File: config.mk
export PLATFORM = sky130hd
export DESIGN_NAME = ambient_light_register_map
export DESIGN_NICKNAME = d
export VERILOG_FILES = /design/src/hw/als_regs_pkg.sv /design/src/hw/ambient_light_register_map.sv
export SDC_FILE = /design/constraint.sdc
export NUM_CORES = 1
export LEC_CHECK = 0
export ABC_AREA = 1
export BUFFER_PORTS_ARGS = -buffer_cell sky130_fd_sc_hd__buf_2
export CAP_MARGIN = 25
export CORE_AREA = 2 2 177 109
export CTS_CLUSTER_DIAMETER = 80
export CTS_CLUSTER_SIZE = 30
export DETAILED_ROUTE_END_ITERATION = 7
export DIE_AREA = 0 0 179 111
export GPL_TIMING_DRIVEN = 0
export PLACE_DENSITY = 0.5
export SKIP_LAST_GASP = 1
export SLEW_MARGIN = 0
export SYNTH_ARGS = -nofsm -noshare
export SYNTH_HDL_FRONTEND = slang
export SYNTH_SLANG_ARGS = --single-unit
export TNS_END_PERCENT = 100
File: constraint.sdc
create_clock -name core_clk_i -period 2.1 [get_ports core_clk_i]
set_clock_uncertainty 0.15 [all_clocks]
set_input_delay 0.105 -clock core_clk_i [delete_from_list [all_inputs] [get_ports core_clk_i]]
set_output_delay 0.105 -clock core_clk_i [all_outputs]
set_load 0.05 [all_outputs]
File: src/hw/als_regs_pkg.sv
package als_regs_pkg;

  // ----------------------------------------------------------------
  // Register pointers
  // ----------------------------------------------------------------
  localparam logic [7:0] PTR_LIGHT_RESULT = 8'h00;
  localparam logic [7:0] PTR_OPERATING_CONFIG = 8'h01;
  localparam logic [7:0] PTR_LOWER_THRESHOLD = 8'h02;
  localparam logic [7:0] PTR_UPPER_THRESHOLD = 8'h03;
  localparam logic [7:0] PTR_MAKER_CODE_WORD = 8'h7E;
  localparam logic [7:0] PTR_PART_CODE_WORD = 8'h7F;

  // ----------------------------------------------------------------
  // Field values and reset values
  // ----------------------------------------------------------------
  localparam logic [3:0] RANGE_AUTO = 4'hC;
  localparam logic [15:0] LIGHT_RESULT_RESET = 16'h0000;
  localparam logic [15:0] OPERATING_CONFIG_RESET = 16'hC810;
  localparam logic [15:0] UNMAPPED_READ_VALUE = 16'h0000;
  localparam logic [2:0] LAST_BIT_INDEX = 3'h7;

  // ----------------------------------------------------------------
  // Word layouts, most significant field first
  // ----------------------------------------------------------------
  typedef struct packed {
    logic [3:0] exponent;
    logic [11:0] mantissa;
  } result_word_type;

  typedef struct packed {
    logic [3:0] range_select;
    logic conversion_time;
    logic [1:0] mode;
    logic overflow_flag;
    logic conversion_ready_flag;
    logic above_high_threshold_hit;
    logic below_low_threshold_hit;
    logic latch;
    logic irq_active_sense;
    logic exponent_mask;
    logic [1:0] fault_count;
  } config_word_type;

  // Status levels coming from the conversion engine
  typedef struct packed {
    logic overflow_flag;
    logic conversion_ready_flag;
    logic above_high_threshold_hit;
    logic below_low_threshold_hit;
  } conv_flags_type;

  // ----------------------------------------------------------------
  // Serial slave states
  // ----------------------------------------------------------------
  typedef enum logic [8:0] {
    ST_IDLE      = 9'h001,
    ST_ADDR      = 9'h002,
    ST_ACK_ADDR  = 9'h004,
    ST_PTR       = 9'h008,
    ST_ACK_PTR   = 9'h010,
    ST_WDATA     = 9'h020,
    ST_ACK_WDATA = 9'h040,
    ST_RDATA     = 9'h080,
    ST_RACK      = 9'h100
  } slave_state_type;

endpackage : als_regs_pkg

File: src/hw/ambient_light_register_map.sv
`timescale 1ns/1ps
// Notes on behaviour
// - Every register is sixteen bits wide as the host sees it.
// - Pointers 00h..03h select result, config, lower and upper threshold.
// - Pointers 7Eh and 7Fh return the maker and part code words.
// - Result word always holds the latest completed conversion output.
// - Result word: exponent in bits 15:12, mantissa in bits 11:0.
// - Result word is read-only; exponent and mantissa reset to zero.
// - Mantissa is unsigned binary, zero dark, all ones full scale.
// - Exponent codes 0..11 pick binary-weighted ranges from 0.02 lux step.
// - Exponent mask with manual range below 1100b reads exponent zero.
// - Config word field order from range select down to fault count.
// - Registers reached only over serial bus, addressed then pointer.
// - Words travel as two bytes, most significant byte first.
// - Pointer is kept until the host writes a new one.
// - Range 1100b is automatic; engine exponent reported; 1101b+ reserved.
// - Config write aborts running conversion; new one starts if asked.
module ambient_light_register_map #(
  parameter logic [15:0] LOWER_THRESHOLD_RESET = 16'h0000,
  parameter logic [15:0] UPPER_THRESHOLD_RESET = 16'h0000,
  parameter logic [15:0] MAKER_CODE = 16'h1234, // Arbitrary value
  parameter logic [15:0] PART_CODE = 16'h5678 // Arbitrary value
) (
  // Clock and reset
  input wire logic core_clk_i,
  input wire logic rst_i,
  // Serial bus, open drain data
  input wire logic [6:0] sensor_addr_i,
  input wire logic scl_i,
  input wire logic sda_i,
  output logic sda_o,
  output logic sda_oe_o,
  // Conversion engine side
  input wire logic conv_done_i,
  input wire als_regs_pkg::result_word_type conv_result_i,
  input wire als_regs_pkg::conv_flags_type conv_flags_i,
  output als_regs_pkg::config_word_type config_o,
  output logic [15:0] lower_threshold_o,
  output logic [15:0] upper_threshold_o,
  output als_regs_pkg::result_word_type light_result_o,
  output logic conv_abort_o
);

  // ----------------------------------------------------------------
  // State record
  // ----------------------------------------------------------------
  typedef struct packed {
    als_regs_pkg::slave_state_type state;
    logic scl_prev;
    logic sda_prev;
    logic [2:0] bit_cnt;
    logic byte_done;
    logic [7:0] shift;
    logic [7:0] tx;
    logic rd_not_wr;
    logic lsb_sel;
    logic host_nack;
    logic sda_oe;
    logic [7:0] pointer;
    logic [7:0] wr_msb;
    als_regs_pkg::result_word_type result;
    als_regs_pkg::config_word_type cfg;
    logic [15:0] lower;
    logic [15:0] upper;
    logic cfg_written;
  } map_state_type;

  localparam map_state_type RESET_STATE = '{
    state: als_regs_pkg::ST_IDLE,
    scl_prev: 1'b1,
    sda_prev: 1'b1,
    bit_cnt: 3'h0,
    byte_done: 1'b0,
    shift: 8'h00,
    tx: 8'h00,
    rd_not_wr: 1'b0,
    lsb_sel: 1'b0,
    host_nack: 1'b0,
    sda_oe: 1'b0,
    pointer: als_regs_pkg::PTR_LIGHT_RESULT,
    wr_msb: 8'h00,
    result: als_regs_pkg::LIGHT_RESULT_RESET,
    cfg: als_regs_pkg::OPERATING_CONFIG_RESET,
    lower: LOWER_THRESHOLD_RESET,
    upper: UPPER_THRESHOLD_RESET,
    cfg_written: 1'b0
  };

  map_state_type s_reg;
  map_state_type s_next;
  als_regs_pkg::result_word_type result_view;
  als_regs_pkg::config_word_type config_view;
  logic [15:0] read_word;
  logic scl_rise;
  logic scl_fall;
  logic bus_start;
  logic bus_stop;
  logic wr_commit;

  // ----------------------------------------------------------------
  // Read view of the addressed register
  // ----------------------------------------------------------------
  // Flags read back live from the engine; written flag bits are kept in cfg for config_o
  always_comb begin
    result_view = s_reg.result;
    if (s_reg.cfg.exponent_mask &&
        s_reg.cfg.range_select < als_regs_pkg::RANGE_AUTO) begin
      result_view.exponent = 4'h0;
    end
    config_view = s_reg.cfg;
    config_view.overflow_flag = conv_flags_i.overflow_flag;
    config_view.conversion_ready_flag = conv_flags_i.conversion_ready_flag;
    config_view.above_high_threshold_hit =
      conv_flags_i.above_high_threshold_hit;
    config_view.below_low_threshold_hit = conv_flags_i.below_low_threshold_hit;
    case (s_reg.pointer)
      als_regs_pkg::PTR_LIGHT_RESULT: read_word = result_view;
      als_regs_pkg::PTR_OPERATING_CONFIG: read_word = config_view;
      als_regs_pkg::PTR_LOWER_THRESHOLD: read_word = s_reg.lower;
      als_regs_pkg::PTR_UPPER_THRESHOLD: read_word = s_reg.upper;
      als_regs_pkg::PTR_MAKER_CODE_WORD: read_word = MAKER_CODE;
      als_regs_pkg::PTR_PART_CODE_WORD: read_word = PART_CODE;
      default: read_word = als_regs_pkg::UNMAPPED_READ_VALUE;
    endcase
  end

  // ----------------------------------------------------------------
  // Bus event detection
  // ----------------------------------------------------------------
  // Pins are already synchronous, so one stored copy suffices
  assign scl_rise = scl_i & ~s_reg.scl_prev;
  assign scl_fall = ~scl_i & s_reg.scl_prev;
  assign bus_start = s_reg.scl_prev & scl_i & s_reg.sda_prev & ~sda_i;
  assign bus_stop = s_reg.scl_prev & scl_i & ~s_reg.sda_prev & sda_i;

  // ----------------------------------------------------------------
  // Next state
  // ----------------------------------------------------------------
  always_comb begin
    s_next = s_reg;
    wr_commit = 1'b0;
    s_next.scl_prev = scl_i;
    s_next.sda_prev = sda_i;
    s_next.cfg_written = 1'b0;
    // Latest conversion overwrites, host cannot touch it
    if (conv_done_i) begin
      s_next.result = conv_result_i;
    end
    if (bus_stop) begin
      s_next.state = als_regs_pkg::ST_IDLE;
      s_next.sda_oe = 1'b0;
    end else if (bus_start) begin
      s_next.state = als_regs_pkg::ST_ADDR;
      s_next.bit_cnt = 3'h0;
      s_next.byte_done = 1'b0;
      s_next.sda_oe = 1'b0;
    end else if (scl_rise) begin
      // Sample on the rising clock edge
      case (s_reg.state)
        als_regs_pkg::ST_ADDR, als_regs_pkg::ST_PTR,
        als_regs_pkg::ST_WDATA: begin
          s_next.shift = {s_reg.shift[6:0], sda_i};
          s_next.bit_cnt = s_reg.bit_cnt + 3'h1;
          s_next.byte_done = (s_reg.bit_cnt == als_regs_pkg::LAST_BIT_INDEX);
        end
        als_regs_pkg::ST_RDATA: begin
          s_next.bit_cnt = s_reg.bit_cnt + 3'h1;
          s_next.byte_done = (s_reg.bit_cnt == als_regs_pkg::LAST_BIT_INDEX);
        end
        als_regs_pkg::ST_RACK: begin
          s_next.host_nack = sda_i;
        end
        default: begin
        end
      endcase
    end else if (scl_fall) begin
      // Change the data line only while the clock is low
      case (s_reg.state)
        als_regs_pkg::ST_ADDR: begin
          if (s_reg.byte_done) begin
            s_next.byte_done = 1'b0;
            if (s_reg.shift[7:1] == sensor_addr_i) begin
              s_next.state = als_regs_pkg::ST_ACK_ADDR;
              s_next.sda_oe = 1'b1;
              s_next.rd_not_wr = s_reg.shift[0];
            end else begin
              s_next.state = als_regs_pkg::ST_IDLE;
            end
          end
        end
        als_regs_pkg::ST_ACK_ADDR: begin
          s_next.lsb_sel = 1'b0;
          s_next.bit_cnt = 3'h0;
          if (s_reg.rd_not_wr) begin
            s_next.state = als_regs_pkg::ST_RDATA;
            s_next.tx = read_word[15:8];
            s_next.sda_oe = ~read_word[15];
          end else begin
            s_next.state = als_regs_pkg::ST_PTR;
            s_next.sda_oe = 1'b0;
          end
        end
        als_regs_pkg::ST_PTR: begin
          if (s_reg.byte_done) begin
            s_next.byte_done = 1'b0;
            s_next.pointer = s_reg.shift;
            s_next.state = als_regs_pkg::ST_ACK_PTR;
            s_next.sda_oe = 1'b1;
          end
        end
        als_regs_pkg::ST_ACK_PTR: begin
          s_next.sda_oe = 1'b0;
          s_next.state = als_regs_pkg::ST_WDATA;
          s_next.lsb_sel = 1'b0;
          s_next.bit_cnt = 3'h0;
        end
        als_regs_pkg::ST_WDATA: begin
          if (s_reg.byte_done) begin
            s_next.byte_done = 1'b0;
            s_next.sda_oe = 1'b1;
            s_next.state = als_regs_pkg::ST_ACK_WDATA;
            if (!s_reg.lsb_sel) begin
              s_next.wr_msb = s_reg.shift;
            end else begin
              wr_commit = 1'b1;
              // Read-only and unmapped targets fall to default
              case (s_reg.pointer)
                als_regs_pkg::PTR_OPERATING_CONFIG: begin
                  s_next.cfg = {s_reg.wr_msb, s_reg.shift};
                  s_next.cfg_written = 1'b1;
                end
                als_regs_pkg::PTR_LOWER_THRESHOLD: begin
                  s_next.lower = {s_reg.wr_msb, s_reg.shift};
                end
                als_regs_pkg::PTR_UPPER_THRESHOLD: begin
                  s_next.upper = {s_reg.wr_msb, s_reg.shift};
                end
                default: begin
                end
              endcase
            end
          end
        end
        als_regs_pkg::ST_ACK_WDATA: begin
          s_next.sda_oe = 1'b0;
          s_next.lsb_sel = ~s_reg.lsb_sel;
          s_next.state = als_regs_pkg::ST_WDATA;
          s_next.bit_cnt = 3'h0;
        end
        als_regs_pkg::ST_RDATA: begin
          if (s_reg.byte_done) begin
            s_next.byte_done = 1'b0;
            s_next.sda_oe = 1'b0;
            s_next.state = als_regs_pkg::ST_RACK;
          end else begin
            s_next.tx = {s_reg.tx[6:0], 1'b0};
            s_next.sda_oe = ~s_reg.tx[6];
          end
        end
        als_regs_pkg::ST_RACK: begin
          // A nack parks the slave in idle until the next start
          if (s_reg.host_nack) begin
            s_next.state = als_regs_pkg::ST_IDLE;
          end else begin
            s_next.lsb_sel = ~s_reg.lsb_sel;
            s_next.tx = s_reg.lsb_sel ? read_word[15:8] : read_word[7:0];
            s_next.sda_oe = s_reg.lsb_sel ? ~read_word[15] : ~read_word[7];
            s_next.bit_cnt = 3'h0;
            s_next.state = als_regs_pkg::ST_RDATA;
          end
        end
        default: begin
        end
      endcase
    end
  end

  // ----------------------------------------------------------------
  // State register
  // ----------------------------------------------------------------
  always_ff @(posedge core_clk_i) begin
    if (rst_i) begin
      s_reg <= RESET_STATE;
    end else begin
      s_reg <= s_next;
    end
  end

  // Outputs straight from the state record, except sda_o tied low
  assign sda_o = 1'b0;
  assign sda_oe_o = s_reg.sda_oe;
  assign config_o = s_reg.cfg;
  assign lower_threshold_o = s_reg.lower;
  assign upper_threshold_o = s_reg.upper;
  assign light_result_o = s_reg.result;
  assign conv_abort_o = s_reg.cfg_written;
endmodule : ambient_light_register_map

==> metrics.txt, run 1 <==
Synth cell types=36; Synth Register Bits=115; grt total ovfl=0; DRT Wirelength=21,600 um; clock share of power=0.509; net switching power=roughly 1.5 mW; Final Power=between 5 and 6 mW; Final Hold Viols=0; status=finished with violations; Fmax=~480 MHz; Critical Path Start Type=flop; ANT cells=0; layout cells sized above 1=0.318; worst setup margin=-0.00478 ns; Global Route Usage Sum=0.217; total CTS buffers=17; Worst VDD drop=about 0.57 mV; Max-Cap Viols=0; Sw Ratio=0.271; CP arrival=2.21 ns; Clock Pin Slew Worst Setup and Hold Paths=about 0.060 ns; clk root buf=clkbuf_16; CP max FO=5; most frequent cells in the layout=142 x nand2_1, 116 x nor2_1, 108 x dfxtp_1; Yosys Warn Count=0; Lkg Pwr=just under 4 nW; WS Path Type=reg -> reg; number of remaining DRC errors=0; Mapped Area=around 6300 um2; most common cell after layout, fill and taps aside=nand2_1; largest net degree at the start of global routing=17; clock period minus final worst setup slack=2.10 ns; post-layout net count=around 1,100; post-synthesis sequential area ratio=0.365; Post-Syn Nets=928; Hold WC Path Type=in -> reg; placed insts=1,232; RSZ-0062 raised after global routing=yes; remaining antenna violation count=0; iteration-0 DRC count of the detailed router=629; filler cell count in the final layout=about 1,900; I/O Buffers=96; TritonCTS clock tree=done; worst slack, placed=-0.489 ns; antenna violations before repair=0; clk sinks=approximately 120; Slew headroom=0.441; worst path required time=2.21 ns; vias per inst=4.87; WL/cell=16.5 um; Die Ht=~110 um; Comb pwr share=0.087; Final Cycle Share=1.00; max-slew violations=0; GPL Wtd Cong=0.905; Pwr per Cell Area=675 nW/um2; Ports=99; Area Growth Syn to Fin=30.6%; worst-skew pair later-pin latency=0.41 ns; first-pass GRT wire length=between 30,000 and 40,000 um; initial core utilization=0.341; clock buffer depth=2; HPWL after DPL=16,000 um; final setup vio count=1; Int Pwr=between 4 and 5 mW; # rows=39; number of flip-flops in the largest register=between 40 and 50; Die Area=between 15,000 and 20,000 um2; violated checks=setup timing; sequential fraction of design power=0.404; die width=about 180 um; Syn Inst Count=890; DR pass1 iterations=5; worst slew pin tran=about 0.84 ns; Finished Layout Cells=1,309; Crit. End Element=flop; Min Hold Slack=approximately 0.057 ns; vias in the first global route=5,560; H-tree depth=4; synthesized area per cell=7.09 um2; core area=around 18,000 um2; internal reg-to-reg setup slack=-0.005 ns; Vias=6,380
==> logic make-up (layout without fill, tap and decap cells) <==
| group | after synthesis | in the layout | synth area share |
|---|---|---|---|
| AND/OR/NAND/NOR | 379 | 379 | 0.266 |
| adder cells (fa/ha/maj) | 6 | 6 | 0.0119 |
| buffers and inverters | 205 | 378 | 0.166 |
| XOR/XNOR | 1 | 1 | 0.00139 |
| flip-flops | 115 | 115 | 0.365 |
| AO/OA/AOI/OAI | 183 | 183 | 0.189 |
| other | 1 | 1 | 0.000595 |
==> cells in the mapped netlist <==
cell,number,share of area
nand2_1,147,0.087
nor2_1,124,0.074
dfxtp_1,115,0.37
inv_1,95,0.057
o21ai_0,73,0.058
buf_4,68,0.081
nand3_1,62,0.049
a21oi_1,54,0.043
a211oi_2,32,0.063
clkbuf_1,19,0.011
buf_2,13,0.010
nand4_1,10,0.0099
o21ai_1,10,0.0079
nand2_2,9,0.0089
inv_2,8,0.0048
nor2_2,7,0.0069
nor3_1,7,0.0056
ha_1,6,0.012
nor2_4,6,0.011
a211oi_1,4,0.0048
nand2_4,3,0.0054
o22ai_1,3,0.0030
o21ai_2,2,0.0028
a21boi_1,1,0.0012
a21oi_2,1,0.0014
a311oi_1,1,0.0014
buf_6,1,0.0018
clkinv_1,1,0.00059
conb_1,1,0.00059
nand3_2,1,0.0016
nand3_4,1,0.0028
nor3_4,1,0.0026
o21bai_1,1,0.0012
o31ai_1,1,0.0012
or2_2,1,0.00099
xnor2_1,1,0.0014
==> power by group through the flow <==
stage	logic, mW	registers, mW	clock network (mW)
floorplan	0.301	2.28	0
global placement	0.423	2.29	0
detailed placement	0.421	2.29	0
CTS	0.466	2.24	2.87
global route	0.528	2.25	2.96
finish	0.486	2.24	2.83
==> routing by layer <==
metal / global-route usage / up-vias / share of wire
li1: - / 3153 / -
met1: 0.361 / 2939 / 0.52
met2: 0.262 / 270 / 0.37
met3: 0.0528 / 18 / 0.096
met4: 0.0585 / 0 / 0.011
met5: 0 / - / 0
==> worst paths after layout <==
kind	from	cells after the start	endpoint
worst max register to register	s_reg[106]	10	lower_threshold_o[6]
worst min register to register	s_reg[85]	2	s_reg[85]
worst max-delay path	s_reg[106]	10	lower_threshold_o[6]
worst min-delay path	conv_done_i	4	light_result_o[14]
==> worst max-delay path, stage by stage (launching register included) <==
cell and delay, ns:
dfxtp_2 0.36, inv_1 0.05, ha_2 0.19, inv_2 0.10, nand2_2 0.08, nor3_4 0.24, nand4_1 0.21, buf_4 0.21
clkbuf_4 0.18, nor2_1 0.12, a211oi_2 0.04
==> metrics by stage <==
stage | area (um2) | util | setup TNS, ns
detailed placement | 7100 | 0.384 | -16.39
floorplan | 6310 | - | 0
CTS | 8030 | 0.434 | 0
global placement | 7100 | 0.384 | -15.32
finish | 8240 | 0.445 | -0.00478
global route | 8240 | 0.445 | -0.569
==> repair_timing <==
item,in CTS,in global routing
hold buffers,26,0
setup buffers,6,12
gates resized for setup,16,46
gates cloned,2,0
endpoints found under the setup margin,61,56
endpoints found under the hold margin,20,0
pin swaps,4,5
==> cell type report <==
class                           instances  area, um2  area share
Buffer                                100        698      0.0848
Inverter                              104        393      0.0477
Multi-Input combinational cell        570       3070       0.372
Sequential cell                       115       2310       0.281
Timing Repair Buffer                  142        891       0.108
Tap cell                              246        308      0.0374
Clock buffer                           17        425      0.0516
Clock inverter                         15        145      0.0176
No activity file was read; power rests on OpenSTA's default activity.
==> run 2: changes to the inputs <==
- ABC_AREA: 1 -> unset
- CORE_AREA: 2 2 177 109 -> 2 2 156 97
- DIE_AREA: 0 0 179 111 -> 0 0 158 99
- GPL_TIMING_DRIVEN: 0 -> unset
- PLACE_DENSITY: 0.5 -> 0.62
==> run 2 against run 1 <==
  * The flow still finishes with violations (setup timing)
  * Sequential power is essentially flat
  * Fmax shrank 17%
  * Via count shrank 4.3%
  * Die area shrank 21%
  * Critical endpoint is now s_reg[113]
  * Largest cell class unchanged
  * Largest power group unchanged
==> metrics.txt, run 2 <==
area of placed instances=7210 um2 (was 7100 um2); worst-skew pair later-pin latency=0.42 ns (was 0.41 ns); ranking of synthesized cells by area=dfxtp_1 37%, buf_4 8.0%, mux2i_1 6.8% (was dfxtp_1 37%, nand2_1 8.7%, buf_4 8.1%); Int Pwr=3.94 mW (was 4.05 mW); Final Cell Area=8930 um2 (was 8240 um2); CP max FO=6 (was 5); H-tree depth=4 (unchanged); Pwr per Cell Area=592 nW/um2 (was 675 nW/um2); Final Cycle Share=1.20 (was 1.00); vias per inst=5.57 (was 4.87); number of flip-flops in the largest register=49 (unchanged); clk root buf=clkbuf_16 (unchanged); # rows=34 (was 39); Vias=6,105 (was 6,380); max incr delay on CP=0.46 ns (was 0.36 ns); Bufs and invs on worst path=3 (was 4); Fmax=396 MHz (was 475 MHz); status=finished with violations (unchanged); RSZ-0062 raised after global routing=yes (unchanged); Critical Path Start Type=flop (unchanged); largest net degree at the start of global routing=81 (was 17); number of remaining DRC errors=0 (unchanged); Area Growth Syn to Fin=42.1% (was 30.6%); Mapped Area=6290 um2 (was 6310 um2); ANT cells=0 (unchanged); Yosys Warn Count=0 (unchanged); die width=158 um (was 179 um); grt total ovfl=0 (unchanged); TritonCTS clock tree=done (unchanged); Final Util=0.629 (was 0.445); synthesized area per cell=8.70 um2 (was 7.09 um2); ys flop type=dfxtp_1 (unchanged); iteration-0 DRC count of the detailed router=473 (was 629); GPL Wtd Cong=1.00 (was 0.905); remaining antenna violation count=0 (unchanged); Comb pwr share=0.086 (was 0.087); final setup vio count=92 (was 1); net switching power=1.35 mW (was 1.51 mW); Global Route Usage Sum=0.283 (was 0.217); top post-synthesis cells by count=115 x dfxtp_1, 96 x nand2_1, 67 x buf_4, 66 x nor2_1, 47 x a21oi_1 (was 147 x nand2_1, 124 x nor2_1, 115 x dfxtp_1, 95 x inv_1, 73 x o21ai_0); slowest CP cell=and4_1 (was dfxtp_2); most frequent cells in the layout=112 x dfxtp_1, 107 x buf_4, 96 x buf_2 (was 142 x nand2_1, 116 x nor2_1, 108 x dfxtp_1); Worst VDD drop=0.313 mV (was 0.572 mV); worst setup margin=-0.427 ns (was -0.00478 ns); Crit. End Element=flop (unchanged); most frequent cell after synthesis=dfxtp_1 (was nand2_1); Die Area=15,600 um2 (was 19,900 um2); clock share of power=0.491 (was 0.509); post-synthesis sequential area ratio=0.366 (was 0.365); worst slack, placed=-0.504 ns (was -0.489 ns); Die Ht=99 um (was 111 um); Yosys top cell by area=dfxtp_1 (unchanged); initial core utilization=0.442 (was 0.341); first-pass GRT wire length=33,100 um (was 32,300 um); worst path required time=2.25 ns (was 2.21 ns); vias in the first global route=5,916 (was 5,560); HPWL after DPL=14,900 um (was 16,000 um); Hold WC Path Type=in -> reg (unchanged); Synth Register Bits=115 (unchanged); Sw Ratio=0.256 (was 0.271); post-layout net count=926 (was 1,088); core area=14,200 um2 (was 18,500 um2); top cell type's share of synthesized area=0.366 (was 0.365); DRT Wirelength=22,200 um (was 21,600 um); Crit path max-delay family=simple AND/OR/NAND/NOR gates (unchanged); DR pass1 iterations=6 (was 5); Synth cell types=70 (was 36); Final Hold Viols=0 (unchanged); total CTS buffers=17 (unchanged); Lkg Pwr=3.72 nW (was 3.98 nW); I/O Buffers=97 (was 96); worst slew pin tran=0.571 ns (was 0.838 ns); sequential fraction of design power=0.423 (was 0.404); EDFF count, synth=0 (unchanged); FFs w/ async S/R, synth=0 (unchanged); Max-Cap Viols=0 (unchanged); WL/cell=20.3 um (was 16.5 um); antenna violations before repair=2 (was 0); Slew headroom=0.617 (was 0.441); Post-Syn Nets=761 (was 928); crit-path cells=buf_4 > buf_4 > nor2_1 > and4_1 > nor3_4 > a211oi_4 > buf_6 > mux2i_1 > nor2_1 (was inv_1 > ha_2 > inv_2 > nand2_2 > nor3_4 > nand4_1 > buf_4 > clkbuf_4 > nor2_1 > a211oi_2); layout cells sized above 1=0.498 (was 0.318); violated checks=setup timing (unchanged); WS Path Type=reg -> reg (unchanged); most common cell after layout, fill and taps aside=dfxtp_1 (was nand2_1); Syn Inst Count=723 (was 890); max-slew violations=0 (unchanged); clk sinks=115 (unchanged); clock period minus final worst setup slack=2.53 ns (was 2.10 ns); Clock Pin Slew Worst Setup and Hold Paths=0.06 ns (about the same); clock buffer depth=2 (unchanged); Ports=99 (unchanged); CP arrival=2.68 ns (was 2.21 ns)
[run 2: cell types whose count changed in the layout (fill, tap and decap cells not counted), moves of 32 or more]
cell / before / now
o21ai_0: 70 / 5
nor2_1: 116 / 63
mux2i_1: 0 / 41
nand3_1: 60 / 13
inv_1: 94 / 10
a21oi_2: 1 / 33
nand2_1: 142 / 57
[run 2: what timing repair did]
action / in CTS / in global routing
hold buffers: 19 / 0
gates cloned: 7 / 0
hold endpoints to repair: 39 / 0
endpoints found under the setup margin: 95 / 97
gates resized for setup: 84 / 84
buffers inserted: 21 / 20
pin swaps: 60 / 69
[run 2: cells by family (layout without fill, tap and decap cells)]
family / after synthesis / in the layout / synth area share
flops: 115 / 115 / 0.366
other cells: 1 / 1 / 0.000596
simple gates: 272 / 274 / 0.223
xor+xnor: 14 / 14 / 0.0195
compound gates: 128 / 129 / 0.143
mux: 58 / 58 / 0.108
fa+ha+maj: 6 / 6 / 0.0119
buf+inv: 129 / 302 / 0.128
[run 2: worst paths after layout]
check | startpoint | end | slack (ns) | depth (start not counted)
max | s_reg[108] | s_reg[113] | -0.43 | 9
max reg2reg | s_reg[108] | s_reg[113] | -0.43 | 9
min reg2reg | config_o[8] | config_o[8] | 0.32 | 2
min | conv_done_i | light_result_o[11] | 0.06 | 3
[run 2: layout make-up]
cell class | instances | area (um2)
clock buffers | 21 | 460
repair buffers | 261 | 2000
inverters | 11 | 41.3
multi-input cells | 482 | 3810
fillers | 1164 | 5280
clock inverters | 9 | 60.1
flip-flops and latches | 115 | 2310
well taps | 198 | 248
[run 2: tightest hold or removal path: cells and delay by family]
kind | cells | cell delay [ns]
AND/OR/NAND/NOR | 1 | 0.07
multiplexers | 1 | 0.17
buffers and inverters | 1 | 0.24
[run 2: metal layers]
metal	global-route usage	share of wire
met1	0.420	0.45
met2	0.391	0.41
met3	0.0919	0.13
met4	0.0769	0.016
met5	0	0
[run 2: power groups by stage]
stage               Sequential (mW)  Combinational [mW]  Clock [mW]
CTS                            2.23               0.434        2.60
global placement               2.28               0.373           0
floorplan                      2.27               0.273           0
finish                         2.24               0.458        2.60
global route                   2.24               0.486        2.70
detailed placement             2.28               0.379           0
[run 2: per-stage QoR]
stage	std cells	power [mW]	hold WS [ns]	TNS, ns
final	1097	5.29	0.0573	-26.79
after global routing	1097	5.43	0.0785	-34.91
after CTS	1083	5.27	0.0558	-22.16
after detailed placement	1007	2.66	0.201	-32.04
after global placement	1007	2.65	0.196	-27.78
after floorplan	723	2.54	0.0616	-19.90
